==> src/include/arc_pkg.sv <==
// package: register offsets, field positions and reset values for the analog ref/cal block
package arc_pkg;

  // register addresses on the special-function register bus
  localparam logic [7:0] ADDR_TEMP_OFFSET_LOW = 8'h00_A2;
  localparam logic [7:0] ADDR_TEMP_OFFSET_HIGH = 8'h00_A3;
  localparam logic [7:0] ADDR_REGULATOR_CONTROL = 8'h00_C7;
  localparam logic [7:0] ADDR_REFERENCE_CONTROL = 8'h00_D1;

  // reference control field positions
  localparam int REF_OVERRIDE_BIT = 4;
  localparam int REF_SELECT_BIT = 3;
  localparam int REF_TEMP_EN_BIT = 2;
  localparam logic [7:0] REF_WRITE_MASK = 8'h00_1C;
  localparam logic [7:0] REF_RESET = 8'h00_00;

  // regulator control field positions; bits 5:0 kept as plain storage
  localparam int REG_STOP_CFG_BIT = 7;
  localparam int REG_BYPASS_BIT = 6;
  localparam logic [7:0] REG_RESET = 8'h00_00;

  // offset layout: 10-bit value, left-justified over two bytes
  localparam int OFFSET_WIDTH = 10;
  localparam int OFFSET_LOW_BITS = 2;
  localparam int OFFSET_LOW_POS = 6;
  localparam logic [7:0] OFFSET_LOW_MASK = 8'h00_C0;

  // per-part default offset, arbitrary value (replaced by the trimmed value at build)
  localparam logic [9:0] OFFSET_DEFAULT = 10'h0_200;

  // converter reference source codes
  typedef enum logic [2:0] {
    ARC_REF_PIN = 3'b001,
    ARC_REF_SUPPLY = 3'b010,
    ARC_REF_REGULATOR = 3'b100
  } arc_ref_src_t;

  // special-function register bus request
  typedef struct packed {
    logic wr;
    logic rd;
    logic [7:0] addr;
    logic [7:0] wdata;
  } arc_sfr_req_t;

  // analog control outputs
  typedef struct packed {
    arc_ref_src_t ref_src;
    logic temp_sensor_enable;
    logic stop_power_config;
    logic regulator_bypass;
  } arc_analog_ctl_t;

endpackage

==> src/rtl/arc_offset_store.sv <==
// offset store: the 10-bit trimmed sensor offset, register-read output
`timescale 1ns/1ps
module arc_offset_store (
  input wire logic i_clk_sys,
  input wire logic i_rst_n,
  input wire logic i_wr_high,
  input wire logic i_wr_low,
  input wire logic [7:0] i_wdata,
  input wire logic i_sel_high,
  output logic [7:0] o_rdata,
  output logic [9:0] o_offset
);

  logic [9:0] offset_r;

  // high byte holds 9:2, low byte 7:6 holds 1:0; low 5:0 writes dropped
  always_ff @(posedge i_clk_sys or negedge i_rst_n) begin
    if (!i_rst_n) begin
      offset_r <= arc_pkg::OFFSET_DEFAULT;
    end else begin
      if (i_wr_high) begin
        offset_r[9:2] <= i_wdata;
      end
      if (i_wr_low) begin
        offset_r[1:0] <= i_wdata[7:6];
      end
    end
  end

  // registered read data, low byte zero-filled below bit 6
  always_ff @(posedge i_clk_sys or negedge i_rst_n) begin
    if (!i_rst_n) begin
      o_rdata <= 8'h00_00;
    end else if (i_sel_high) begin
      o_rdata <= offset_r[9:2];
    end else begin
      o_rdata <= {offset_r[1:0], 6'b00_0000};
    end
  end

  assign o_offset = offset_r;

endmodule // arc_offset_store

==> src/rtl/arc_analog_regs.sv <==
// analog reference, regulator and sensor-calibration register bank
//
// What this block does
// - offset left-justified: 9:2 high, 1:0 at 7:6
// - offset resets to per-part trimmed value
// - one offset step equals one converter step
// - low byte bits 5:0 read zero
// - override bit forces internal regulator reference
// - override clear lets select bit decide
// - select 0 pin, 1 supply
// - bit 2 drives temperature sensor enable
// - reference bits 7:5, 1:0 read zero
// - default keeps regulator on in stop
// - stop config 1 shuts regulator in stop
// - stop config at bit 7, resets 0
// - bypass at bit 6, resets 0
//
// design notes for whoever picks this up next:
// - all four registers sit on one byte-wide special-function bus; a write
//   lands on the edge that samples wr high, a read answers one cycle later
// - read data and the hit flag come from flip-flops, so the read path never
//   ripples the live address straight into the core's data mux
// - the reference source is one-hot and registered once more after the
//   stored control bits, so the analog switch sees a clean, glitch-free code
//   even when override and select change in the same write
// - the offset is held as the raw converter code; nothing here rescales it,
//   which keeps one stored step equal to one converter step
// - the low offset byte keeps only its two top bits; the rest reads zero
// - bypass is taken as written: nothing stops software from setting it with
//   no outside supply present, and that limit must stay with the firmware
// - stop-mode shutdown is reported as a level for the power controller; the
//   reset tree outside decides what a pin-only reset means
// - regulator control bits 5:0 are kept as plain storage with no function
//   here; the memory power controller that owns bit 0 lives elsewhere
// - unmapped addresses answer with hit low and data zero; writes to them
//   are dropped without any side effect
`timescale 1ns/1ps
module arc_analog_regs (
  input wire logic i_clk_sys,
  input wire logic i_rst_n,
  input wire arc_pkg::arc_sfr_req_t i_sfr,
  input wire logic i_stop_mode,
  output logic [7:0] o_sfr_rdata,
  output logic o_sfr_hit,
  output arc_pkg::arc_analog_ctl_t o_ctl,
  output logic o_regulator_on,
  output logic o_stop_reset_pin_only,
  output logic [9:0] o_sensor_offset_value
);

  logic [7:0] ref_ctl_r;
  logic [7:0] reg_ctl_r;
  logic [7:0] ref_rdata_r;
  logic [7:0] off_rdata;
  logic rd_offset_r;
  logic hit_r;
  arc_pkg::arc_ref_src_t ref_src_r;
  arc_pkg::arc_ref_src_t ref_src_nxt;

  // address match helper, used for every register
  function automatic logic addr_is(input logic [7:0] a, input logic [7:0] b);
    return a == b;
  endfunction

  // register map slots: one comparator per mapped address
  localparam int NUM_REGS = 4;
  localparam int IDX_OFF_LOW = 0;
  localparam int IDX_OFF_HIGH = 1;
  localparam int IDX_REG = 2;
  localparam int IDX_REF = 3;

  // slot number to register address
  function automatic logic [7:0] reg_addr(input int idx);
    case (idx)
      IDX_OFF_LOW: begin
        reg_addr = arc_pkg::ADDR_TEMP_OFFSET_LOW;
      end
      IDX_OFF_HIGH: begin
        reg_addr = arc_pkg::ADDR_TEMP_OFFSET_HIGH;
      end
      IDX_REG: begin
        reg_addr = arc_pkg::ADDR_REGULATOR_CONTROL;
      end
      default: begin
        reg_addr = arc_pkg::ADDR_REFERENCE_CONTROL;
      end
    endcase
  endfunction

  logic [NUM_REGS-1:0] sel_vec;
  logic wr_ref;
  logic wr_reg;
  logic wr_off_low;
  logic wr_off_high;

  // address decode, one match bit per mapped register
  for (genvar g = 0; g < NUM_REGS; g++) begin : g_dec
    assign sel_vec[g] = addr_is(i_sfr.addr, reg_addr(g));
  end

  // write strobes per register; unmapped writes raise none
  assign wr_ref = i_sfr.wr && sel_vec[IDX_REF];
  assign wr_reg = i_sfr.wr && sel_vec[IDX_REG];
  assign wr_off_low = i_sfr.wr && sel_vec[IDX_OFF_LOW];
  assign wr_off_high = i_sfr.wr && sel_vec[IDX_OFF_HIGH];

  // offset storage
  // the stored code is the raw converter code, so steps match one to one
  arc_offset_store u_offset (
    .i_clk_sys(i_clk_sys),
    .i_rst_n(i_rst_n),
    .i_wr_high(wr_off_high),
    .i_wr_low(wr_off_low),
    .i_wdata(i_sfr.wdata),
    .i_sel_high(addr_is(i_sfr.addr, arc_pkg::ADDR_TEMP_OFFSET_HIGH)),
    .o_rdata(off_rdata),
    .o_offset(o_sensor_offset_value)
  );

  // reference control storage
  // only bits 4:2 are writable; others stay zero
  always_ff @(posedge i_clk_sys or negedge i_rst_n) begin
    if (!i_rst_n) begin
      ref_ctl_r <= arc_pkg::REF_RESET;
    end else if (wr_ref) begin
      ref_ctl_r <= i_sfr.wdata & arc_pkg::REF_WRITE_MASK;
    end
  end

  // regulator control storage, all bits read/write
  always_ff @(posedge i_clk_sys or negedge i_rst_n) begin
    if (!i_rst_n) begin
      reg_ctl_r <= arc_pkg::REG_RESET;
    end else if (wr_reg) begin
      reg_ctl_r <= i_sfr.wdata;
    end
  end

  always_comb begin
    if (ref_ctl_r[arc_pkg::REF_OVERRIDE_BIT]) begin
      ref_src_nxt = arc_pkg::ARC_REF_REGULATOR;
    end else if (ref_ctl_r[arc_pkg::REF_SELECT_BIT]) begin
      ref_src_nxt = arc_pkg::ARC_REF_SUPPLY;
    end else begin
      ref_src_nxt = arc_pkg::ARC_REF_PIN;
    end
  end

  // registered reference select, one edge after the stored bits
  always_ff @(posedge i_clk_sys or negedge i_rst_n) begin
    if (!i_rst_n) begin
      ref_src_r <= arc_pkg::ARC_REF_PIN;
    end else begin
      ref_src_r <= ref_src_nxt;
    end
  end

  // read path: registered data and hit flag one cycle after rd
  always_ff @(posedge i_clk_sys or negedge i_rst_n) begin
    if (!i_rst_n) begin
      ref_rdata_r <= 8'h00_00;
      rd_offset_r <= 1'b0;
      hit_r <= 1'b0;
    end else begin
      rd_offset_r <= sel_vec[IDX_OFF_LOW] || sel_vec[IDX_OFF_HIGH];
      // hit only for a read of a mapped slot
      hit_r <= i_sfr.rd && (|sel_vec);
      if (addr_is(i_sfr.addr, arc_pkg::ADDR_REFERENCE_CONTROL)) begin
        ref_rdata_r <= ref_ctl_r;
      end else if (addr_is(i_sfr.addr, arc_pkg::ADDR_REGULATOR_CONTROL)) begin
        ref_rdata_r <= reg_ctl_r;
      end else begin
        ref_rdata_r <= 8'h00_00;
      end
    end
  end

  // read data muxed from registered sources; zero when not a hit
  assign o_sfr_hit = hit_r;
  assign o_sfr_rdata = !hit_r ? 8'h00_00 : (rd_offset_r ? off_rdata : ref_rdata_r);

  assign o_ctl.ref_src = ref_src_r;
  assign o_ctl.temp_sensor_enable = ref_ctl_r[arc_pkg::REF_TEMP_EN_BIT];
  assign o_ctl.stop_power_config = reg_ctl_r[arc_pkg::REG_STOP_CFG_BIT];
  // bypass is trusted as written; software keeps it for external supply
  assign o_ctl.regulator_bypass = reg_ctl_r[arc_pkg::REG_BYPASS_BIT];

  assign o_regulator_on = !reg_ctl_r[arc_pkg::REG_BYPASS_BIT]
                       && !(i_stop_mode && reg_ctl_r[arc_pkg::REG_STOP_CFG_BIT]);
  assign o_stop_reset_pin_only = i_stop_mode && reg_ctl_r[arc_pkg::REG_STOP_CFG_BIT];

endmodule // arc_analog_regs

==> config.mk <==
export PLATFORM = sky130hd
export DESIGN_NAME = arc_analog_regs
export DESIGN_NICKNAME = d
export VERILOG_FILES = /design/src/include/arc_pkg.sv /design/src/rtl/arc_offset_store.sv /design/src/rtl/arc_analog_regs.sv
export SDC_FILE = /design/constraint.sdc
export NUM_CORES = 1
export LEC_CHECK = 0
export BUFFER_PORTS_ARGS = -buffer_cell sky130_fd_sc_hd__buf_2
export CORE_MARGIN = 4
export CORE_UTILIZATION = 55
export CTS_CLUSTER_DIAMETER = 50
export DETAILED_ROUTE_END_ITERATION = 10
export PLACE_DENSITY = 0.83
export SETUP_SLACK_MARGIN = 0.15
export SLEW_MARGIN = 15
export SYNTH_ARGS = -nofsm -noshare
export SYNTH_HDL_FRONTEND = slang
export SYNTH_SLANG_ARGS = --single-unit
==> constraint.sdc <==
create_clock -name i_clk_sys -period 2.2 [get_ports i_clk_sys]
set_clock_uncertainty 0.1 [all_clocks]
set_input_delay 0.55 -clock i_clk_sys [delete_from_list [all_inputs] [get_ports i_clk_sys]]
set_output_delay 0.55 -clock i_clk_sys [all_outputs]
set_load 0.03 [all_outputs]
==> results of run 1 <==
## cell usage after synthesis
| master | count |
|---|---|
| mux2i_1 | 11 |
| nand2_1 | 1 |
| nor2b_2 | 1 |
| nor4b_4 | 1 |
| and4b_1 | 2 |
| buf_2 | 1 |
| mux2_1 | 20 |
| mux2_2 | 3 |
| a21boi_0 | 1 |
| and3b_1 | 1 |
| buf_4 | 3 |
| nand4_4 | 2 |
| dfstp_2 | 2 |
| and2_1 | 12 |
| nor2b_1 | 9 |
| and4bb_1 | 1 |
| nor2_1 | 5 |
| nor3b_1 | 1 |
| o211ai_1 | 1 |
| inv_1 | 2 |
| clkbuf_1 | 1 |
| dfrtp_1 | 40 |
| nand3_2 | 1 |
| nor3b_4 | 1 |
| nand4b_1 | 1 |
| and3_1 | 1 |
| and2b_1 | 1 |
## critical path: cells and delay by family (launching register included)
family                 cells  cell delay [ps]
flip-flops                 1              540
multiplexers               1              250
AND/OR/NAND/NOR            1               70
buffers and inverters      1              160
## stage by stage
step	power [mW]	setup slack [ps]	area [sq um]
finish	1.295	189.9	2171
global route	1.356	103.1	2171
CTS	1.313	151.9	2150
detailed placement	0.9663	306.9	2100
global placement	0.9590	367.2	2100
floorplan	0.8953	297.8	1805
## registers in the layout (all words and copies together) (netlist names)
signal             cells
u_offset.o_offset     10
ref_rdata_r            8
reg_ctl_r              8
u_offset.o_rdata       8
ref_ctl_r              3
ref_src_r              3
o_sfr_hit              1
rd_offset_r            1
## how the worst max path moves through the flow
stage                      startpoint             endpoint  slack (ps)
final                     rd_offset_r       o_sfr_rdata[3]         190
after global routing      rd_offset_r       o_sfr_rdata[1]         100
after CTS                 rd_offset_r       o_sfr_rdata[5]         150
after detailed placement    i_sfr[12]  u_offset.o_rdata[6]         310
after global placement      i_sfr[12]  u_offset.o_rdata[6]         370
after floorplan           i_stop_mode       o_regulator_on         300
## routing by layer
metal  vias to the layer above  global-route usage (%)
li1                        537                       -
met1                       577                   18.90
met2                        37                   32.74
met3                        10                   5.983
met4                         0                   8.290
met5                         -                       0
## power by group through the flow
stage          registers, mW  logic [mW]  clock network (mW)
3_5_place_dp           0.827       0.139                   0
3_3_place_gp           0.825       0.134                   0
2_1_floorplan          0.849      0.0466                   0
4_1_cts                0.812       0.139               0.361
6_report               0.812       0.137               0.346
5_1_grt                0.815       0.149               0.392
## timing repair
action	in CTS	in global routing
setup buffers	0	0
endpoints found under the setup margin	8	7
gates resized for setup	1	15
## cell usage in the layout, fill, tap and decap left out
master,n
nand4b_1,1
buf_12,1
and4b_1,2
mux2_1,20
dfstp_2,2
and3b_1,1
and3_1,1
mux2i_1,10
nor2b_1,9
dfrtp_2,1
clkbuf_4,5
o211ai_1,1
mux2_2,3
dfrtp_1,39
and4bb_1,1
buf_4,9
nand3_2,1
nor2_1,5
clkbuf_1,3
and2b_1,1
a21boi_0,1
nor4b_4,1
nand2_1,1
inv_1,2
buf_2,40
nor3b_4,1
nor3b_1,1
and2_1,12
nand4_4,2
mux2i_2,1
nor2b_2,1
## area by class of cell
cell class	count	area, sq um	share of cell area [%]
clock buffers	8	48.80	2.248
inverters	2	7.507	0.3458
repair buffers	50	287.8	13.26
well taps	44	55.05	2.536
flip-flops and latches	42	1055	48.59
multi-input cells	77	716.9	33.03
## kinds of logic after synthesis
group | synth area share (%)
flops | 58.35
simple gates | 18.23
mux | 20.44
buf+inv | 2.148
compound gates | 0.8319
==> results.tsv, run 1 <==
stage	metric	value	unit
status	status	finished, final reports clean	
timing	Rel. slew slack	74.70	%
setup_path	CP Capture Type	primary output	
job	max-cap violations	0	
setup_path	critical path arrival	1360	ps
route	highest routed metal layer	met4	
finish	fraction of final layout cells sized beyond drive strength 1	37.99	%
global_routing	total grt overflow	0	
clock_network	Root Buffer	clkbuf_4	
clock_network	CTS Buf Count	5	
timing	worst slew pin tran	377.9	ps
clock_network	H-tree levels	2	
yosys	synth unique cells	27	
power	Clk pwr share	26.7	%
floorplanning	die footprint	4263	sq um
finish	Filler Cell Count	249	
setup_path	CP peak stage delay	540	ps
global_routing	number of global-route vias before repair	1263	
setup_path	CP cell instances	mux2i_2 > nor2b_1 > buf_4	
setup_path	Slowest cell on crit path	dfrtp_2	
route	met3 routed WL	192	microns
floorplanning	Initial Utilization	58.19	%
power	Combinational Power Share	10.6	%
setup_path	Required @ worst endpoint	1550	ps
yosys	synthesized area	1805	sq um
timing	setup tns final	0	ps
worst_hold_path	Hold WC Path Type	input port to asynchronous set/reset pin	
floorplanning	Cell Rows	20	
timing	min Tclk post-route	2010	ps
power	Power Dens Cells	596.4	nW/um^2
yosys	sequential element share of the synthesized area	58.35	%
route	drt total wl	3.369	mm
route	DRT Pass-1 Iters	3	
global_routing	gr usage total	18.14	%
clock_network	Sink Count	42	
route	Via-to-Cell Ratio	5.206	
clock_network	maximum root-to-sink buffer count	2	
placement	# port buffers	47	
setup_path	RR Endpoint	ref_ctl_r[4]	
clock_network	clk_lat worst skew	340	ps
power	sw frac	24.64	%
timing	final setup fails	0	
yosys	cell taking the most area after synthesis	dfrtp_1	
clock_network	clock slew at reported path FFs	110	ps
yosys	Mapped Avg Cell Area	14.33	sq um
global_routing	maximum number of pins on one net before global-route repair	43	
yosys	number of synthesized register bits	42	
clock_network	CTS tree	done	
clock_network	Hold Buf Count CTS	0	
yosys	Syn Nets	147	
placement	dpl cells	215	
route	initial drt markers	19	
finish	Finished Layout Cells	223	
power	VDD IR max	492.6	uV
timing	max frequency	497.5	MHz
timing	final slew viol count	0	
power	sequential share of power	62.7	%
finish	nets	199	
setup_path	CP startpoint kind	register	
setup_path	Max Fanout on Critical Path	8	
route	Wirelength per Cell	15.11	microns
placement	dpl hpwl	2.602	mm
yosys	top cells by area, synth	dfrtp_1 (55%), mux2_1 (12%), mux2i_1 (6.1%)	
floorplanning	IO Count	48	
setup_path	Worst R2R Start	ref_ctl_r[4]	
setup_path	R2R depth	1	
setup_path	Reg2Reg Setup Slack	1230	ps
finish	Final Util	69.96	%
placement	routability cong.	0.7947	
global_routing	first-pass GRT wire length	5.644	mm
floorplanning	Die Y	65.30	microns
yosys	top cell type's share of synthesized area	55.44	%
power	internal power	0.9756	mW
route	Final ANT Viol Nets	0	
global_routing	antenna violations before repair	0	
yosys	Synth Warn #	0	
route	routed vias	1161	
floorplanning	CORE AREA	3103	sq um
timing	Tcrit/Tclk final	91.37	%
power	sw power	0.3190	mW
route	Met2 Routed Length	1.781	mm
timing	RSZ-0062 raised after global routing	yes	
finish	area grow syn2layout	20.24	%
yosys	Mapped Cells	126	
timing	worst hold slack	62.32	ps
route	met1 WL	1.309	mm
route	number of remaining DRC errors	0	
power	leak pwr	1.131	nW
floorplanning	Die X	65.30	microns
finish	Ant. Diodes	0	
timing	Final Hold Fails	0	
setup_path	Worst Setup Path Type	register to primary output	
(Power assumes the default switching activity.)
==> inputs of run 2 (changes only) <==
Settings changed: CORE_UTILIZATION 55 to 51, PLACE_DENSITY 0.83 to 0.78.
Clock period 2.2 ns to 2 ns, I/O delays scaled along.
==> run 2 against run 1 <==
Net effect:
- clock power is 100% higher
- power increased by 34%
- largest cell class unchanged
- die area increased by 6.9%
- via count up 0.17%
- core utilization fell by 1.9 points
- register-to-register slack worse by 250 ps
- cell count is 2.2% higher
- hold slack improved by 200 ps
- critical path type unchanged
- non-clock buffer count up 3
==> results.tsv, run 2 (synthesis results as in run 1) <==
stage	metric	value	unit	change
route	Via-to-Cell Ratio	5.101		-2.0%
timing	final slew viol count	0		unchanged
finish	Final Util	68.07	%	-1.9 points
finish	fraction of final layout cells sized beyond drive strength 1	45.05	%	+7.1 points
route	drt total wl	3.448	mm	+2.3%
global_routing	antenna violations before repair	0		unchanged
finish	commonest non-fill, non-tap cell in the layout	dfrtp_1		
timing	Tcrit/Tclk final	99.12	%	
global_routing	number of global-route vias before repair	1244		-1.5%
finish	nets	202		+1.5%
route	initial drt markers	15		-4
placement	routability cong.	0.7703		-3.1%
clock_network	Root Buffer	clkbuf_4		
timing	Final Hold Fails	0		unchanged
route	Wirelength per Cell	15.12	microns	+0.10%
finish	most frequent cells in the layout	dfrtp_1 (39), buf_2 (38), mux2_1 (20)		
timing	Final WS setup	17.55	ps	-172.4 ps
setup_path	Required @ worst endpoint	1400	ps	-150 ps
placement	# port buffers	47		unchanged
power	leak pwr	1.180	nW	+4.3%
timing	RSZ-0062 raised after global routing	yes		
route	routed vias	1163		+0.17%
timing	final setup fails	0		unchanged
clock_network	CTS tree	done		
setup_path	Max Fanout on Critical Path	8		unchanged
power	VDD IR max	498.7	uV	+1.2%
clock_network	maximum root-to-sink buffer count	2		unchanged
floorplanning	Die Y	67.50	microns	+3.4%
setup_path	CP startpoint kind	register		
timing	min Tclk post-route	1982	ps	
job	max-cap violations	0		unchanged
timing	Rel. slew slack	75.97	%	+1.3 points
global_routing	total grt overflow	0		unchanged
finish	Filler Cell Count	255		+2.4%
placement	pre-CTS setup slack	153.0	ps	-153.9 ps
floorplanning	CORE AREA	3390	sq um	+9.2%
clock_network	clock slew at reported path FFs	120	ps	about the same
global_routing	gr usage total	17.99	%	-0.14 points
setup_path	Worst R2R Start	reg_ctl_r[7]		
floorplanning	Cell Rows	21		+5.0%
placement	dpl cells	218		+1.4%
finish	Ant. Diodes	0		unchanged
clock_network	H-tree levels	2		unchanged
clock_network	CTS Buf Count	5		unchanged
power	Power Dens Cells	753.8	nW/um^2	+26%
setup_path	CP startpoint	rd_offset_r		
route	DRT Pass-1 Iters	3		unchanged
route	number of remaining DRC errors	0		unchanged
finish	area grow syn2layout	27.79	%	
setup_path	CP Capture Type	primary output		
worst_hold_path	Hold WC Path Type	input port to register		
floorplanning	Die X	67.50	microns	+3.4%
clock_network	Sink Count	42		unchanged
route	Final ANT Viol Nets	0		unchanged
worst_hold_path	Worst Hold Launch	i_sfr[0]		
setup_path	Worst Setup Path Type	register to primary output		
finish	max FFs per register	10		unchanged
status	status	finished, final reports clean		
timing	worst slew pin tran	358.9	ps	-18.95 ps
timing	max frequency	504.4	MHz	
clock_network	clk_lat worst skew	350	ps	about the same
floorplanning	IO Count	48		unchanged
placement	dpl hpwl	2.677	mm	+2.9%
finish	multi-input logic area	740.7	sq um	+3.3%
finish	register area	1055	sq um	unchanged
floorplanning	Initial Utilization	53.27	%	-4.9 points
global_routing	maximum number of pins on one net before global-route repair	19		-56%
global_routing	first-pass GRT wire length	5.761	mm	+2.1%
floorplanning	die footprint	4556	sq um	+6.9%
setup_path	critical path arrival	1380	ps	+20 ps
finish	Finished Layout Cells	228		+2.2%
==> run 2: cell count changes in the layout (fill, tap and decap cells not counted), sizes merged <==
cell	before	now
dlygate4sd3	0	1
buf	50	52
clkbuf	8	6
bufinv	0	2
==> run 2: metrics by stage <==
step / power (mW) / instance area [sq um] / hold slack [ps] / setup TNS, ps
final: 1.739 / 2307 / 260.4 / 0
after global routing: 1.802 / 2307 / 251.2 / -215.8
after CTS: 1.747 / 2293 / 245.9 / 0
after detailed placement: 1.061 / 2117 / 244.2 / 0
after global placement: 1.053 / 2117 / 238.5 / 0
after floorplan: 0.9850 / 1826 / 104.4 / 0
==> run 2: worst max-delay path: stages, from the launching register on <==
cell and delay, ps:
dfrtp_2 550, mux2i_2 280, nor2b_2 70, buf_6 140
==> run 2: what timing repair did <==
action	4_1_cts	5_1_grt
buffers inserted	0	1
resized for setup	18	3
hold buffers	1	0
hold endpoints to repair	5	0
setup endpoints to repair	8	9
==> run 2: routing by layer <==
| metal | routed length (microns) | vias up | GRT usage, % | part of all wire, % |
|---|---|---|---|---|
| met5 | 0 | - | 0 | 0 |
| met4 | 114 | 0 | 11.65 | 3.3 |
| met3 | 173 | 10 | 4.160 | 5.0 |
| met2 | 1909 | 34 | 32.08 | 55 |
| met1 | 1251 | 573 | 18.73 | 36 |
| li1 | - | 546 | - | - |
==> run 2: final cells by class <==
cell class	count	area share, %
multi-input combinational	77	32.10
sequential	42	45.72
inverter	2	0.3254
clock inverter	2	2.603
tap	46	2.495
timing repair buffer	53	14.53
clock buffer	6	2.223
==> run 2: path summary, 6_finish.rpt <==
| path | end | slack, ps | depth (start not counted) |
|---|---|---|---|
| worst max-delay path | o_sfr_rdata[4] | 20 | 3 |
| worst min-delay path | u_offset.o_offset[2] | 260 | 2 |
| worst max register to register | reg_ctl_r[7] | 980 | 2 |
| worst min register to register | ref_src_r[0] | 350 | 1 |
| max in group asynchronous | ref_src_r[0] | 900 | 3 |
| min in group asynchronous | reg_ctl_r[6] | 390 | 2 |
==> run 2: report_power, final <==
| group | switching [mW] | total [mW] | internal, mW |
|---|---|---|---|
| Combinational | 0.0959 | 0.154 | 0.0581 |
| Sequential | 0.0157 | 0.893 | 0.877 |
| Clock | 0.269 | 0.692 | 0.423 |
| Total | 0.381 | 1.74 | 1.36 |
